### config.mk
export PLATFORM = sky130hd
export DESIGN_NAME = sup_reg_bank
export DESIGN_NICKNAME = d
export VERILOG_FILES = /design/src/hdl/sup_pkg.sv /design/src/hdl/sup_xtal_seq.sv /design/src/hdl/sup_reg_bank.sv
export SDC_FILE = /design/constraint.sdc
export NUM_CORES = 1
export LEC_CHECK = 0
export CAP_MARGIN = 10
export CORE_MARGIN = 2
export CORE_UTILIZATION = 55
export DETAILED_ROUTE_END_ITERATION = 8
export DONT_BUFFER_PORTS = 1
export GPL_TIMING_DRIVEN = 0
export PLACE_DENSITY = 0.77
export SETUP_SLACK_MARGIN = 0.2
export SKIP_LAST_GASP = 1
export SLEW_MARGIN = 0
export SYNTH_ARGS = -nofsm -noshare
export SYNTH_HDL_FRONTEND = slang
export SYNTH_SLANG_ARGS = --single-unit
### constraint.sdc
create_clock -name clk -period 1.9 [get_ports clk]
set_input_delay 0.38 -clock clk [delete_from_list [all_inputs] [get_ports clk]]
set_output_delay 0.38 -clock clk [all_outputs]
set_load 0.01 [all_outputs]
### src/hdl/sup_pkg.sv
// constants shared by the supply controller register bank
package sup_pkg;
  // window inside the system controller space, byte addresses
  localparam logic [7:0] SUP_BASE = 8'h10;
  localparam logic [7:0] SUP_LAST = 8'h2C;
  // local register offsets
  localparam logic [7:0] OFF_CMD = 8'h00;
  localparam logic [7:0] OFF_MON = 8'h04;
  localparam logic [7:0] OFF_MODE = 8'h08;
  localparam logic [7:0] OFF_STATE = 8'h14;
  // command register fields
  localparam int PWD_MSB = 31;
  localparam int PWD_LSB = 24;
  localparam logic [7:0] PWD_VALUE = 8'hA5;
  localparam int XTAL_SEL_BIT = 3;
  localparam int ZERO_BIT = 2;
  // status register field
  localparam int OSC_SEL_BIT = 7;
  // reset values and the monitor writable mask
  localparam logic [31:0] MON_RESET = 32'h0000_0000;
  localparam logic [31:0] MODE_RESET = 32'h00E0_5A00;
  localparam logic [31:0] STATE_RESET = 32'h0000_0000;
  localparam logic [31:0] MON_MASK = 32'h0000_370F;
  // crystal start-up, counted in rc oscillator periods
  localparam int XTAL_START_RC = 16;
  // crystal switch sequence
  typedef enum logic [2:0] {
    SEQ_IDLE, SEQ_PINS, SEQ_XTAL_ON, SEQ_WAIT, SEQ_SWITCH, SEQ_RC_OFF, SEQ_DONE
  } sup_seq_e;
endpackage

### src/hdl/sup_xtal_seq.sv
// slow clock source switch sequencer
`timescale 1ns/1ps
module sup_xtal_seq #(
  parameter int START_RC = sup_pkg::XTAL_START_RC
) (
  // clock and reset
  input wire logic clk,
  input wire logic rst,
  // command and rc oscillator clock pin
  input wire logic startReq,
  input wire logic rcClkPin,
  // oscillator controls
  output logic pinsToXtal,
  output logic xtalEnable,
  output logic slowClkXtal,
  output logic rcEnable
);
  sup_pkg::sup_seq_e stateQ, stateD;
  logic [15:0] cntQ, cntD;
  logic rcS1Q, rcS2Q, rcS3Q;
  logic pinsQ, pinsD, xtalQ, xtalD, selQ, selD, rcQ, rcD;
  logic rcTick;

  // two-stage sync of the rc clock, then edge detect on stage two
  always_ff @(posedge clk) begin
    if (rst) begin
      rcS1Q <= 1'b0;
      rcS2Q <= 1'b0;
      rcS3Q <= 1'b0;
    end else begin
      rcS1Q <= rcClkPin;
      rcS2Q <= rcS1Q;
      rcS3Q <= rcS2Q;
    end
  end
  assign rcTick = rcS2Q & ~rcS3Q;

  // ordered sequence: pins, enable, wait, switch, rc off
  always_comb begin
    stateD = stateQ;
    cntD = cntQ;
    pinsD = pinsQ;
    xtalD = xtalQ;
    selD = selQ;
    rcD = rcQ;
    case (stateQ)
      sup_pkg::SEQ_IDLE: if (startReq) stateD = sup_pkg::SEQ_PINS;
      sup_pkg::SEQ_PINS: begin
        pinsD = 1'b1; // [RQ9]
        stateD = sup_pkg::SEQ_XTAL_ON;
      end
      sup_pkg::SEQ_XTAL_ON: begin
        xtalD = 1'b1; // [RQ9]
        cntD = 16'h0000;
        stateD = sup_pkg::SEQ_WAIT;
      end
      sup_pkg::SEQ_WAIT: if (rcTick) begin
        if (cntQ == 16'(START_RC - 1)) stateD = sup_pkg::SEQ_SWITCH; // [RQ9]
        else cntD = cntQ + 16'h0001;
      end
      sup_pkg::SEQ_SWITCH: if (rcTick) begin
        selD = 1'b1; // switch aligned to an rc edge, no runt pulse [RQ7] [RQ9]
        stateD = sup_pkg::SEQ_RC_OFF;
      end
      sup_pkg::SEQ_RC_OFF: begin
        rcD = 1'b0; // [RQ9]
        stateD = sup_pkg::SEQ_DONE;
      end
      sup_pkg::SEQ_DONE: stateD = sup_pkg::SEQ_DONE; // only rst returns it to SEQ_IDLE
      default: stateD = sup_pkg::SEQ_IDLE;
    endcase
  end

  // sequence registers
  always_ff @(posedge clk) begin
    if (rst) begin
      stateQ <= sup_pkg::SEQ_IDLE;
      cntQ <= 16'h0000;
      pinsQ <= 1'b0;
      xtalQ <= 1'b0;
      selQ <= 1'b0;
      rcQ <= 1'b1;
    end else begin
      stateQ <= stateD;
      cntQ <= cntD;
      pinsQ <= pinsD;
      xtalQ <= xtalD;
      selQ <= selD;
      rcQ <= rcD;
    end
  end

  assign pinsToXtal = pinsQ;
  assign xtalEnable = xtalQ;
  assign slowClkXtal = selQ;
  assign rcEnable = rcQ;
endmodule // sup_xtal_seq

### src/hdl/sup_reg_bank.sv
// supply controller register bank on classic wishbone
// Operation
// RQ1: registers occupy system controller offsets 0x10 through 0x2C.
// RQ2: command register at local 0x00, write-only, no reset value.
// RQ3: monitor mode register at local 0x04, read/write, resets to zero.
// RQ4: mode register at local 0x08, read/write, resets to 0x00E0_5A00.
// RQ5: status register at local 0x14, read-only, resets to zero.
// RQ6: command write acts only with key 0xA5; key reads as zero.
// RQ7: keyed write with bit 3 set moves slow clock to crystal.
// RQ8: software always writes bit 2 of the command word as zero.
// RQ9: sequence: pins, crystal on, rc-counted wait, clean switch, rc off.
// RQ10: reserved offsets in the window ignore writes and read zero.
//
// The implementer's own choice: register access over Wishbone.
`timescale 1ns/1ps
module sup_reg_bank #(
  parameter int START_RC = sup_pkg::XTAL_START_RC
) (
  // clock and reset
  input wire logic clk,
  input wire logic rst,
  // wishbone slave, byte address in system controller space
  input wire logic [7:0] wbAdr,
  input wire logic [31:0] wbDatI,
  output logic [31:0] wbDatO,
  input wire logic wbWe,
  input wire logic [3:0] wbSel,
  input wire logic wbCyc,
  input wire logic wbStb,
  output logic wbAck,
  output logic wbErr,
  // configuration seen by the monitor and regulator
  output logic [31:0] monitorMode,
  output logic [31:0] supplyMode,
  // oscillator pins and controls
  input wire logic rcClkPin,
  output logic pinsToXtal,
  output logic xtalEnable,
  output logic slowClkXtal,
  output logic rcEnable
);
  logic ackQ, ackD, errQ, errD;
  logic [31:0] datQ, datD;
  logic [31:0] monQ, monD, modeQ, modeD;
  logic [31:0] laneMask;
  logic [7:0] local_;
  logic inWin, req, wrNow, cmdHit, keyOk, startReq;

  // window decode [RQ1]
  assign inWin = (wbAdr >= sup_pkg::SUP_BASE) && (wbAdr <= sup_pkg::SUP_LAST);
  assign local_ = wbAdr - sup_pkg::SUP_BASE;
  assign req = wbCyc & wbStb;
  assign wrNow = req & wbWe & ackQ;

  // byte lane enables spread to bits
  genvar gi;
  generate
    for (gi = 0; gi < 4; gi++) begin : g_lane
      assign laneMask[gi*8 +: 8] = {8{wbSel[gi]}};
    end
  endgenerate

  // keyed command decode [RQ2] [RQ6]
  assign cmdHit = wrNow && local_ == sup_pkg::OFF_CMD;
  assign keyOk = wbSel[3] && wbDatI[sup_pkg::PWD_MSB:sup_pkg::PWD_LSB] == sup_pkg::PWD_VALUE;
  assign startReq = cmdHit & keyOk & wbSel[0] & wbDatI[sup_pkg::XTAL_SEL_BIT]; // [RQ6] [RQ7]

  // bus handshake and read data
  always_comb begin
    ackD = 1'b0;
    errD = 1'b0;
    datD = datQ;
    if (req && !ackQ && !errQ) begin
      if (inWin) begin
        ackD = 1'b1;
        case (local_)
          sup_pkg::OFF_MON: datD = monQ; // [RQ3]
          sup_pkg::OFF_MODE: datD = modeQ; // [RQ4]
          sup_pkg::OFF_STATE: begin
            datD = sup_pkg::STATE_RESET; // [RQ5]
            datD[sup_pkg::OSC_SEL_BIT] = slowClkXtal;
          end
          default: datD = 32'h0000_0000; // command and reserved read zero [RQ2] [RQ10]
        endcase
      end else begin
        errD = 1'b1;
        datD = 32'h0000_0000;
      end
    end
  end

  always_ff @(posedge clk) begin
    if (rst) begin
      ackQ <= 1'b0;
      errQ <= 1'b0;
      datQ <= 32'h0000_0000;
    end else begin
      ackQ <= ackD;
      errQ <= errD;
      datQ <= datD;
    end
  end

  // writable registers; reserved offsets fall through untouched [RQ10]
  always_comb begin
    monD = monQ;
    modeD = modeQ;
    if (wrNow && local_ == sup_pkg::OFF_MON)
      monD = ((monQ & ~laneMask) | (wbDatI & laneMask)) & sup_pkg::MON_MASK; // [RQ3]
    if (wrNow && local_ == sup_pkg::OFF_MODE)
      modeD = (modeQ & ~laneMask) | (wbDatI & laneMask); // [RQ4]
  end

  always_ff @(posedge clk) begin
    if (rst) begin
      monQ <= sup_pkg::MON_RESET; // [RQ3]
      modeQ <= sup_pkg::MODE_RESET; // [RQ4]
    end else begin
      monQ <= monD;
      modeQ <= modeD;
    end
  end

  assign wbAck = ackQ;
  assign wbErr = errQ;
  assign wbDatO = datQ;
  assign monitorMode = monQ;
  assign supplyMode = modeQ;

  // crystal switch sequencer
  sup_xtal_seq #(.START_RC(START_RC)) u_seq (
    .clk(clk),
    .rst(rst),
    .startReq(startReq),
    .rcClkPin(rcClkPin),
    .pinsToXtal(pinsToXtal),
    .xtalEnable(xtalEnable),
    .slowClkXtal(slowClkXtal),
    .rcEnable(rcEnable)
  );
endmodule // sup_reg_bank

Word-level counts from Yosys, hierarchy flattened. Index checks and enable logic that the tools add are counted.

Register bits after elaboration: 101. Latch bits: 0. Bits in writable memories: 0. Bits in read-only memories: 0. Input port bits: 50. Output and inout port bits: 102. Logic and storage cells: 78. Memories kept: 0.

Add/sub/neg operators: 2. $mul: 0. Div/mod/pow operators: 0. $lt $le $gt $ge: 2. Equality and inequality tests: 16. Shifts and indexed selects: 0. Mux-type cells: 12. Bitwise operators: 15. Reduce and logical (&&, ||, !) cells: 17.

Operator list (number): one-hot mux 32 bit (3 select lines) (1); AND 32 bit (2); 2-to-1 mux 16 bit (2); 2-to-1 mux 32 bit (1); NOT 32 bit (1); bitwise OR 32 bit (1); one-hot mux 16 bit (2 select lines) (1); one-hot mux 3 bit (6 select lines) (1); adder 16 x 1 -> 16 bit (second input constant) (1); equality test 16 x 4 -> 1 bit (second input constant) (1); AND 14 bit (1); bitwise OR 14 bit (1); 2-to-1 mux 3 bit (4); equality test 3 bit (second input constant) (3); equality test 8 x 3 -> 1 bit (second input constant) (1); equality test 8 x 4 -> 1 bit (second input constant) (1); equality test 8 x 5 -> 1 bit (second input constant) (1); equality test 8 bit (second input constant) (1); >= comparator 8 x 5 -> 1 bit (second input constant) (1); less-or-equal comparator 8 x 6 -> 1 bit (second input constant) (1); logical NOT 8 bit (1); subtractor 8 x 5 -> 8 bit (second input constant) (1); AND 1 bit (7); logical AND 1 bit (7); other kinds (13) (21).

Logic depth before layout (Yosys ltp). Gate-level depths: netlist of run 1.

Depth in word-level cells: 9. Depth in mapped cells: 8. Mapped depth without buffers: 7.

By module. A second synthesis of run 1 with hierarchy kept.

Cell total of the unflattened synthesis: 485. Area, all modules: 4410.5 µm².

By module, submodules not included: sup_reg_bank (instances 1, cells each 311, area each 3027.9 µm², seq. area each 1501.4 µm²); sup_xtal_seq (instances 1, cells each 174, area each 1382.6 µm², seq. area each 520.5 µm²).

Least setup slack after synthesis of run 1. OpenSTA, ideal clock, no wires.

Path kind: input port to flip-flop. Start point: in wbAdr[7]. End point: reg (tool-made name). Setup time: 0.120 ns. Data arrival time: 1.867 ns. Data required time: 1.780 ns. Setup slack: -0.087 ns. Stages: 4. Path buffers: 0. Cell sequence: or4_4 -> nor4_4 -> nand2_4 -> a211o_2.

RTL lines: start, declared (RTL line sup_reg_bank.sv:23) `input wire logic [7:0] wbAdr,`.

Worst setup path after layout of run 1.
Start point: reg u_seq.cntQ[7]. End point: reg u_seq.cntQ[0].

Cells in the longest elaborated chain, start to end: 3.

RTL lines: start, declared (RTL line sup_xtal_seq.sv:19) `logic [15:0] cntQ, cntD;`; start signal, assigned (RTL line sup_xtal_seq.sv:85) `cntQ <= cntD;`; equality test 16 x 4 -> 1 bit (RTL line sup_xtal_seq.sv:58) `if (cntQ == 16'(START_RC - 1)) stateD = sup_pkg::SEQ_SWITCH;`; != test 2 bit (no line); AND reduction 3 bit (no line).

No other way between the ends. A chain may end at the register's enable or synchronous reset.

==> results.json, run 1 <==
{
  "final_common_cell": "dfxtp_1",
  "grt_use_total_pct": 27.37,
  "grt_max_degree": 16,
  "ys_seq_area_share_pct": 47.13,
  "synth_seq_cells": 101,
  "critPathMaxStageDelay_ns": 0.38,
  "yosysTopAreaCellShare_pct": 47.13,
  "start_util_pct": 56.10,
  "avgSynthCellArea_um2": 8.792,
  "worstSetupEndpointType": "flop",
  "period_needed_ns": 1.745,
  "setup_tns_ns": 0,
  "portBuffers": 0,
  "synthesis.area_um2": 4290,
  "ir_drop_mv": 0.4641,
  "tightest_slew_ns": 0.6082,
  "root_buffer": "clkbuf_8",
  "postCtsHoldBufs": 0,
  "routedWlPerCell_um": 19.27,
  "vias": 3896,
  "clock_sinks": 101,
  "place_congestion": 0.8236,
  "core-area_um2": 7647,
  "clock_latency_ns": 0.38,
  "avgViaCountPerCell": 6.031,
  "synth_edf_count": 0,
  "path_cells": "nor4_4, and4_4, buf_12, nand2b_4, mux2_2, nor2_1",
  "finalCritPeriodShare_pct": 91.84,
  "final_nets": 594,
  "worstSetupPathType": "flop to flop",
  "drive_above_1_share_pct": 23.39,
  "fp.dieW_um": 92.32,
  "cp.required_ns": 2.20,
  "grt_pass1_vias": 3583,
  "path_max_fanout": 8,
  "synth_flop_cell": "dfxtp_1",
  "grt_setup_unrepaired": "true",
  "cp-start-kind": "flop",
  "yosys_warnings": 0,
  "synth.area.top_cells": "dfxtp_1 47%, nor2_1 5.6%, a22oi_1 5.4%",
  "arrival_ns": 2.04,
  "cap_violations": 0,
  "dieArea_um2": 8523,
  "placed_cell_area_um2": 4538,
  "drtIter0Drc": 286,
  "grt-ovfl-total": 0,
  "async_flop_share_pct": 0,
  "dp_hpwl_um": 8186,
  "cts_tree": "built",
  "ys_types": 48,
  "cellLeakagePower_nw": 1.919,
  "row_count": 32,
  "remaining_drc_errors": 0,
  "ant_nets": 0,
  "synth_top_area_cell": "dfxtp_1",
  "final_area_um2": 5185,
  "grt_pass1_wl_um": 18220,
  "whs_ns": 0.1398,
  "setup_viol": 0,
  "wl_um": 12450,
  "mostFrequentLayoutCells": "89 x dfxtp_1, 63 x nor2_1, 39 x nand2_1",
  "slew_headroom_pct": 59.45,
  "drv_slew": 0,
  "top_level_ports": 152,
  "area_delta_synth_final_pct": 20.85,
  "worst_path_max_delay_cell": "dfxtp_2",
  "status": "finished clean",
  "powerDensity_nw_per_um2": 715.5,
  "htreeDepth": 3,
  "fin_util_pct": 67.80,
  "clock.fmax_mhz": 573.1,
  "antenna_found_initial": 1,
  "hold_viol": 0,
  "synthCells": 488,
  "fin_skew_ns": 0.01138,
  "cts_buffers": 9,
  "drt_first_pass_iters": 5,
  "cts_buffer_depth": 2,
  "power_mw": 3.710,
  "die_h_um": 92.32,
  "hp-class": "input pin to flop",
  "path_clk_slew_ns": 0.09
}
-- worst max-delay path, delay by kind of cell, from the launching register on --
kind	cells	cell delay, ns
DFF	1	0.38
buffers and inverters	1	0.14
muxes	1	0.34
and+or+nand+nor	4	0.81
-- where the power goes --
group,switching (mW),internal (mW),total (mW)
Sequential,0.0115,2.12,2.13
Combinational,0.147,0.0753,0.222
Clock,0.717,0.637,1.35
-- synth_stat cells, types with 2 or more instances --
cell type    n
a211o_2      3
a21o_1       2
a21oi_1     38
a22oi_1     31
and3_1       2
and3_2       3
and4_1       2
buf_4       27
buf_6        3
clkbuf_1    22
dfxtp_1    101
ha_1         5
inv_1        6
mux2i_1     10
nand2_1     43
nand2_4      2
nand2b_1     4
nand3_1     41
nand3b_1     2
nand4_1      4
nand4b_1     2
nor2_1      64
nor2b_1      8
nor3_1      21
nor3b_1      3
nor4_1       4
nor4b_1      2
xnor2_1     13
-- kinds of logic (layout without fill, tap and decap cells) --
logic type / count (synthesis) / count (layout) / share of synthesized area [%]
multiplexers: 11 / 11 / 2.596
AO/OA/AOI/OAI: 83 / 83 / 12.77
other: 1 / 24 / 0.08741
flip-flops: 101 / 101 / 47.13
AND/OR/NAND/NOR: 215 / 215 / 25.14
XOR/XNOR: 14 / 14 / 2.858
adder cells (fa/ha/maj): 5 / 5 / 1.458
buffers and inverters: 58 / 91 / 7.961
-- metal layers --
layer | GRT usage (%) | routed length [um] | part of all wire [%] | up-vias
met5 | 0 | 0 | 0 | -
met4 | 12.44 | 409 | 3.3 | 0
met3 | 9.032 | 1374 | 11 | 48
met2 | 45.74 | 6042 | 49 | 240
met1 | 31.85 | 4620 | 37 | 1847
li1 | - | - | - | 1761
-- per-stage QoR --
stage / cells / setup WS (ns)
global route: 646 / 0.1016
floorplan: 510 / 0.02026
global placement: 612 / -0.3409
CTS: 634 / 0.1710
finish: 646 / 0.1550
detailed placement: 612 / -0.3710
-- path summary, 6_finish.rpt --
kind	start	endpoint	cells past startpoint	slack [ns]
setup / recovery	u_seq.cntQ[7]	u_seq.cntQ[0]	6	0.15
hold / removal	rcClkPin	u_seq.rcS1Q	1	0.14
setup reg to reg	u_seq.cntQ[7]	u_seq.cntQ[0]	6	0.15
hold reg to reg	u_seq.rcS1Q	u_seq.rcS2Q	1	0.45
-- layout make-up --
type	count	area, um2
fill	578	2462
tap	102	127.6
sequential	101	2042
clock inverter	4	48.80
timing repair buffer	18	152.6
clock buffer	11	141.4
buffer	52	387.9
antenna	1	2.502
multi-input combinational	351	2260
inverter	6	22.52
-- what timing repair did --
action / 4_1_cts / 5_1_grt
buffers inserted: 6 / 10
setup endpoints to repair: 70 / 58
pin swaps: 10 / 21
cloned: 1 / 1
gates resized for setup: 35 / 43
No activity file was read; power rests on OpenSTA's default activity.
==> inputs of run 2 (changes only) <==
- ABC_AREA: unset -> 1
- CORE_MARGIN: 2 -> unset
- SETUP_SLACK_MARGIN: 0.2 -> unset
==> results.json, run 2 <==
{
  "drt_first_pass_iters": 5,
  "yosysMostFrequentCell": "nand2_1",
  "clkPwrFrac_pct": 32.9,
  "hold_depth": 2,
  "use_met2_pct": 45.65,
  "drive_above_1_share_pct": 11.00,
  "top_usage_layer": "met2",
  "power_mw": 4.109,
  "hold_path_startpoint": "rcClkPin",
  "p_seq_share_pct": 53.3,
  "worstSetupPathType": "flop to flop",
  "final_common_cell": "nand2_1",
  "grt-ovfl-total": 0,
  "holdPathEnd": "u_seq.rcS1Q",
  "async_flop_share_pct": 0,
  "die_h_um": 94.16,
  "hp-class": "input pin to flop",
  "synth_edf_count": 0,
  "postCtsHoldBufs": 0,
  "net-switching-power_mw": 1.254,
  "reg2reg_depth": 9,
  "drv_slew": 0,
  "yosysTopAreaCellShare_pct": 43.29,
  "cts_buffer_depth": 2,
  "synth_flop_cell": "dfxtp_1",
  "powerDensity_nw_per_um2": 810.0,
  "status": "finished clean",
  "slew_headroom_pct": 63.64,
  "portBuffers": 0,
  "grtUsageMet1_pct": 34.60,
  "worstSetupEndpointType": "flop",
  "final_area_um2": 5072,
  "placed_cell_area_um2": 4885,
  "routedWlPerCell_um": 14.92,
  "layout_setup_ws_ns": 0.1917,
  "cp-start-kind": "flop",
  "grt_pass1_vias": 4014,
  "core-area_um2": 8217,
  "yosys_warnings": 0,
  "grt_pass1_wl_um": 18980,
  "clock_sinks": 101,
  "setup_viol": 0,
  "antenna_found_initial": 0,
  "pre_cts_slack_ns": 0.1438,
  "area_delta_synth_final_pct": 8.599,
  "remaining_drc_errors": 0,
  "cts_buffers": 9,
  "grt_setup_unrepaired": "false",
  "combinationalPowerShare_pct": 13.8,
  "arrival_ns": 2.03,
  "r2r_end": "u_seq.stateQ[1]",
  "critPathMaxStageDelay_ns": 0.39,
  "path_clk_slew_ns": 0.10,
  "grtUsageMet3_pct": 8.819,
  "netlist_top_cells_count": "136 x nand2_1, 117 x nor2_1, 101 x dfxtp_1",
  "root_buffer": "clkbuf_8",
  "ys_seq_area_share_pct": 43.29,
  "r2r_setup_slack_ns": 0.19,
  "clock_latency_ns": 0.38,
  "synthCells": 662,
  "synth_seq_cells": 101,
  "ant_nets": 0,
  "wl_um": 12010,
  "start_util_pct": 56.84,
  "dieArea_um2": 8865,
  "avgViaCountPerCell": 5.337,
  "synth_top_area_cell": "dfxtp_1",
  "finalCritPeriodShare_pct": 89.91,
  "place_congestion": 0.9453,
  "switching_share_pct": 30.52,
  "final_nets": 750,
  "crit_top_cell": "nand2_1",
  "path_max_fanout": 4,
  "drtIter0Drc": 214,
  "ys_types": 30,
  "fin_skew_ns": 0.01419,
  "post_cts_buffers": 0,
  "worst_path_max_delay_cell": "dfxtp_1",
  "setup_tns_ns": 0,
  "vias": 4296,
  "num_antenna_cells": 0,
  "hold_viol": 0,
  "fillCellCount": 764,
  "period_needed_ns": 1.708,
  "ir_drop_mv": 0.4750,
  "mostFrequentLayoutCells": "136 x nand2_1, 117 x nor2_1, 101 x dfxtp_1",
  "avgSynthCellArea_um2": 7.055,
  "synthesis.area_um2": 4671,
  "synth.area.top_cells": "dfxtp_1 43%, nand2_1 11%, nor2_1 9.4%",
  "top_level_ports": 152,
  "tightest_slew_ns": 0.5455,
  "grt_max_degree": 20,
  "row_count": 33,
  "worstReg2RegStart": "u_seq.cntQ[1]",
  "multi_input_area_um2": 2221,
  "cts_tree": "built",
  "clock.fmax_mhz": 585.4,
  "cap_violations": 0,
  "htreeDepth": 3,
  "p_int_mw": 2.855,
  "cp.required_ns": 2.22,
  "whs_ns": 0.1039,
  "grt_use_total_pct": 27.79,
  "path_cells": "ha_1, nand3_2, nor2_1, nand2_1, a21oi_2, nand2_1, nand2_1, nand2_1, nor2_1",
  "regArea_um2": 2022,
  "cellLeakagePower_nw": 2.072,
  "ctsResizeCount": 0,
  "fp.dieW_um": 94.16,
  "dp_hpwl_um": 9168
}
==> run 2: kinds of logic after synthesis <==
group           Yosys count  synth area share, %
flops                   101                43.29
buf+inv                 104                10.93
fa+ha+maj                 5                1.339
other cells               1              0.08029
xor+xnor                  4               0.7500
compound gates          116                12.80
simple gates            331                30.81
==> run 2: layout make-up <==
cell class	instances	share of cell area, %
multi-input combinational	479	43.78
inverter	59	4.465
clock inverter	7	1.258
buffer	45	5.599
clock buffer	9	2.442
tap	105	2.590
sequential	101	39.86
==> run 2: routing by layer <==
layer / wire [um] / vias to the layer above
li1: - / 2142
met1: 4973 / 1981
met2: 5701 / 162
met3: 1200 / 11
met4: 136 / 0
met5: 0 / -
==> run 2: how the worst max path moves through the flow <==
stage | startpoint | to | cells past startpoint
after floorplan | u_seq.stateQ[0] | u_seq.cntQ[10] | 8
after global placement | wbAdr[1] | flop | 8
after detailed placement | wbAdr[1] | flop | 8
after CTS | u_seq.cntQ[1] | u_seq.stateQ[1] | 9
after global routing | u_seq.stateQ[0] | u_seq.cntQ[12] | 9
final | u_seq.cntQ[1] | u_seq.stateQ[1] | 9
==> run 2: power groups by stage <==
stage	logic [mW]	registers (mW)	clock network (mW)
finish	0.567	2.19	1.35
global route	0.627	2.20	1.46
CTS	0.559	2.19	1.37
detailed placement	0.557	2.24	0
global placement	0.536	2.24	0
floorplan	0.434	2.23	0
==> run 2: metrics by stage <==
| step | std cells | util (%) |
|---|---|---|
| 2_1_floorplan | 684 | - |
| 3_3_place_gp | 789 | 59.45 |
| 3_5_place_dp | 789 | 59.45 |
| 4_1_cts | 805 | 61.73 |
| 5_1_grt | 805 | 61.73 |
| 6_report | 805 | 61.73 |
==> run 2: worst max-delay path, delay by kind of cell (launching register included) <==
family,cells,cell delay [ns]
adders and majority gates,1,0.26
and+or+nand+nor,7,0.77
DFF,1,0.39
AOI/OAI and AO/OA,1,0.24
==> inputs of run 3 (changes only) <==
- CORE_UTILIZATION: 55 -> 57
- PLACE_DENSITY: 0.77 -> 0.79
==> results.json, run 3 (synthesis results as in run 2) <==
{
  "status": "finished clean",
  "powerDensity_nw_per_um2": 806.1,
  "fillCellCount": 705,
  "hold_path_startpoint": "rcClkPin",
  "mostFrequentLayoutCells": "136 x nand2_1, 117 x nor2_1, 101 x dfxtp_1",
  "reg2reg_depth": 9,
  "worstSetupPathType": "flop to flop",
  "vias": 4306,
  "grt_use_total_pct": 29.68,
  "drive_above_1_share_pct": 11.00,
  "post_cts_buffers": 0,
  "dp_cells": 786,
  "htreeDepth": 3,
  "wl_um": 12260,
  "whs_ns": 0.1061,
  "final_nets": 750,
  "area_delta_synth_final_pct": 8.572,
  "fp.dieW_um": 92.52,
  "cp-start-kind": "flop",
  "drt_first_pass_iters": 5,
  "multi_input_area_um2": 2221,
  "clock_sinks": 101,
  "grt_pass1_wl_um": 19950,
  "setup_viol": 0,
  "grt_max_degree": 20,
  "ctsResizeCount": 0,
  "drtIter0Drc": 331,
  "avgViaCountPerCell": 5.369,
  "arrival_ns": 1.94,
  "cts_tree": "built",
  "grtUsageMet1_pct": 37.69,
  "routedWlPerCell_um": 15.29,
  "dieArea_um2": 8560,
  "cellLeakagePower_nw": 2.071,
  "fin_util_pct": 64.95,
  "start_util_pct": 59.82,
  "worstReg2RegStart": "u_seq.stateQ[0]",
  "layout_setup_ws_ns": 0.2098,
  "drv_slew": 0,
  "placed_cell_area_um2": 4881,
  "num_antenna_cells": 0,
  "postCtsHoldBufs": 0,
  "top_usage_layer": "met2",
  "dp_hpwl_um": 9390,
  "cts_buffer_depth": 2,
  "slew_headroom_pct": 60.93,
  "clock_latency_ns": 0.37,
  "place_congestion": 0.9243,
  "antenna_found_initial": 0,
  "clock.fmax_mhz": 591.6,
  "holdPathEnd": "u_seq.rcS1Q",
  "power_mw": 4.088,
  "use_met2_pct": 47.10,
  "ir_drop_mv": 0.4706,
  "grt_pass1_vias": 4094,
  "final_common_cell": "nand2_1",
  "cap_violations": 0,
  "grt-ovfl-total": 0,
  "die_h_um": 92.52,
  "final_area_um2": 5071,
  "ant_nets": 0,
  "grt_setup_unrepaired": "false",
  "finalCritPeriodShare_pct": 88.96,
  "fin_skew_ns": 0.01137,
  "setup_tns_ns": 0,
  "period_needed_ns": 1.690,
  "instances_no_fill": 802,
  "portBuffers": 0,
  "hold_depth": 2,
  "hold_viol": 0,
  "pre_cts_slack_ns": 0.1703,
  "remaining_drc_errors": 0,
  "core-area_um2": 7807,
  "regArea_um2": 2022,
  "cp.required_ns": 2.15,
  "cts_buffers": 9,
  "tightest_slew_ns": 0.5860,
  "path_max_fanout": 10,
  "r2r_setup_slack_ns": 0.21,
  "grtUsageMet3_pct": 8.046,
  "hp-class": "input pin to flop",
  "top_level_ports": 152,
  "r2r_end": "u_seq.cntQ[14]",
  "worstSetupEndpointType": "flop",
  "path_clk_slew_ns": 0.10,
  "root_buffer": "clkbuf_8",
  "row_count": 32
}
run 3: cell types whose count changed in the layout (fill, tap and decap cells not counted):
cell      before  now
inv_8          3    1
clkinv_4       0    1
clkinv_8       0    1
run 3: how the worst max path moves through the flow:
stage,from,cells past startpoint,endpoint
after global placement,wbAdr[1],8,flop
final,u_seq.stateQ[0],9,u_seq.cntQ[14]
after CTS,u_seq.stateQ[0],9,u_seq.cntQ[14]
after floorplan,u_seq.stateQ[0],8,u_seq.cntQ[10]
after detailed placement,wbAdr[1],8,flop
after global routing,u_seq.cntQ[1],9,u_seq.stateQ[1]
run 3: cell type report:
type | instances | share of cell area, %
clock inverters | 7 | 1.308
clock buffers | 9 | 2.443
multi-input cells | 479 | 43.79
inverters | 59 | 4.466
plain buffers | 45 | 5.601
well taps | 102 | 2.517
flip-flops and latches | 101 | 39.87
run 3: layer usage:
metal	part of all wire (%)	up-vias
met1	41	1955
met2	46	185
met4	2.9	0
met5	0	-
li1	-	2139
met3	10	27
run 3: critical path, stage by stage (launching register included):
cell	delay, ns
dfxtp_1	0.41
ha_1	0.32
nand2_8	0.11
inv_2	0.19
nand3_2	0.11
nand2_2	0.09
buf_6	0.15
nor2_1	0.05
nor2_1	0.08
nor2_1	0.04
run 3: power by group:
| part | switching [mW] | internal, mW | total (mW) |
|---|---|---|---|
| combinational | 0.370 | 0.189 | 0.559 |
| clock | 0.831 | 0.506 | 1.34 |
| sequential | 0.0392 | 2.15 | 2.19 |
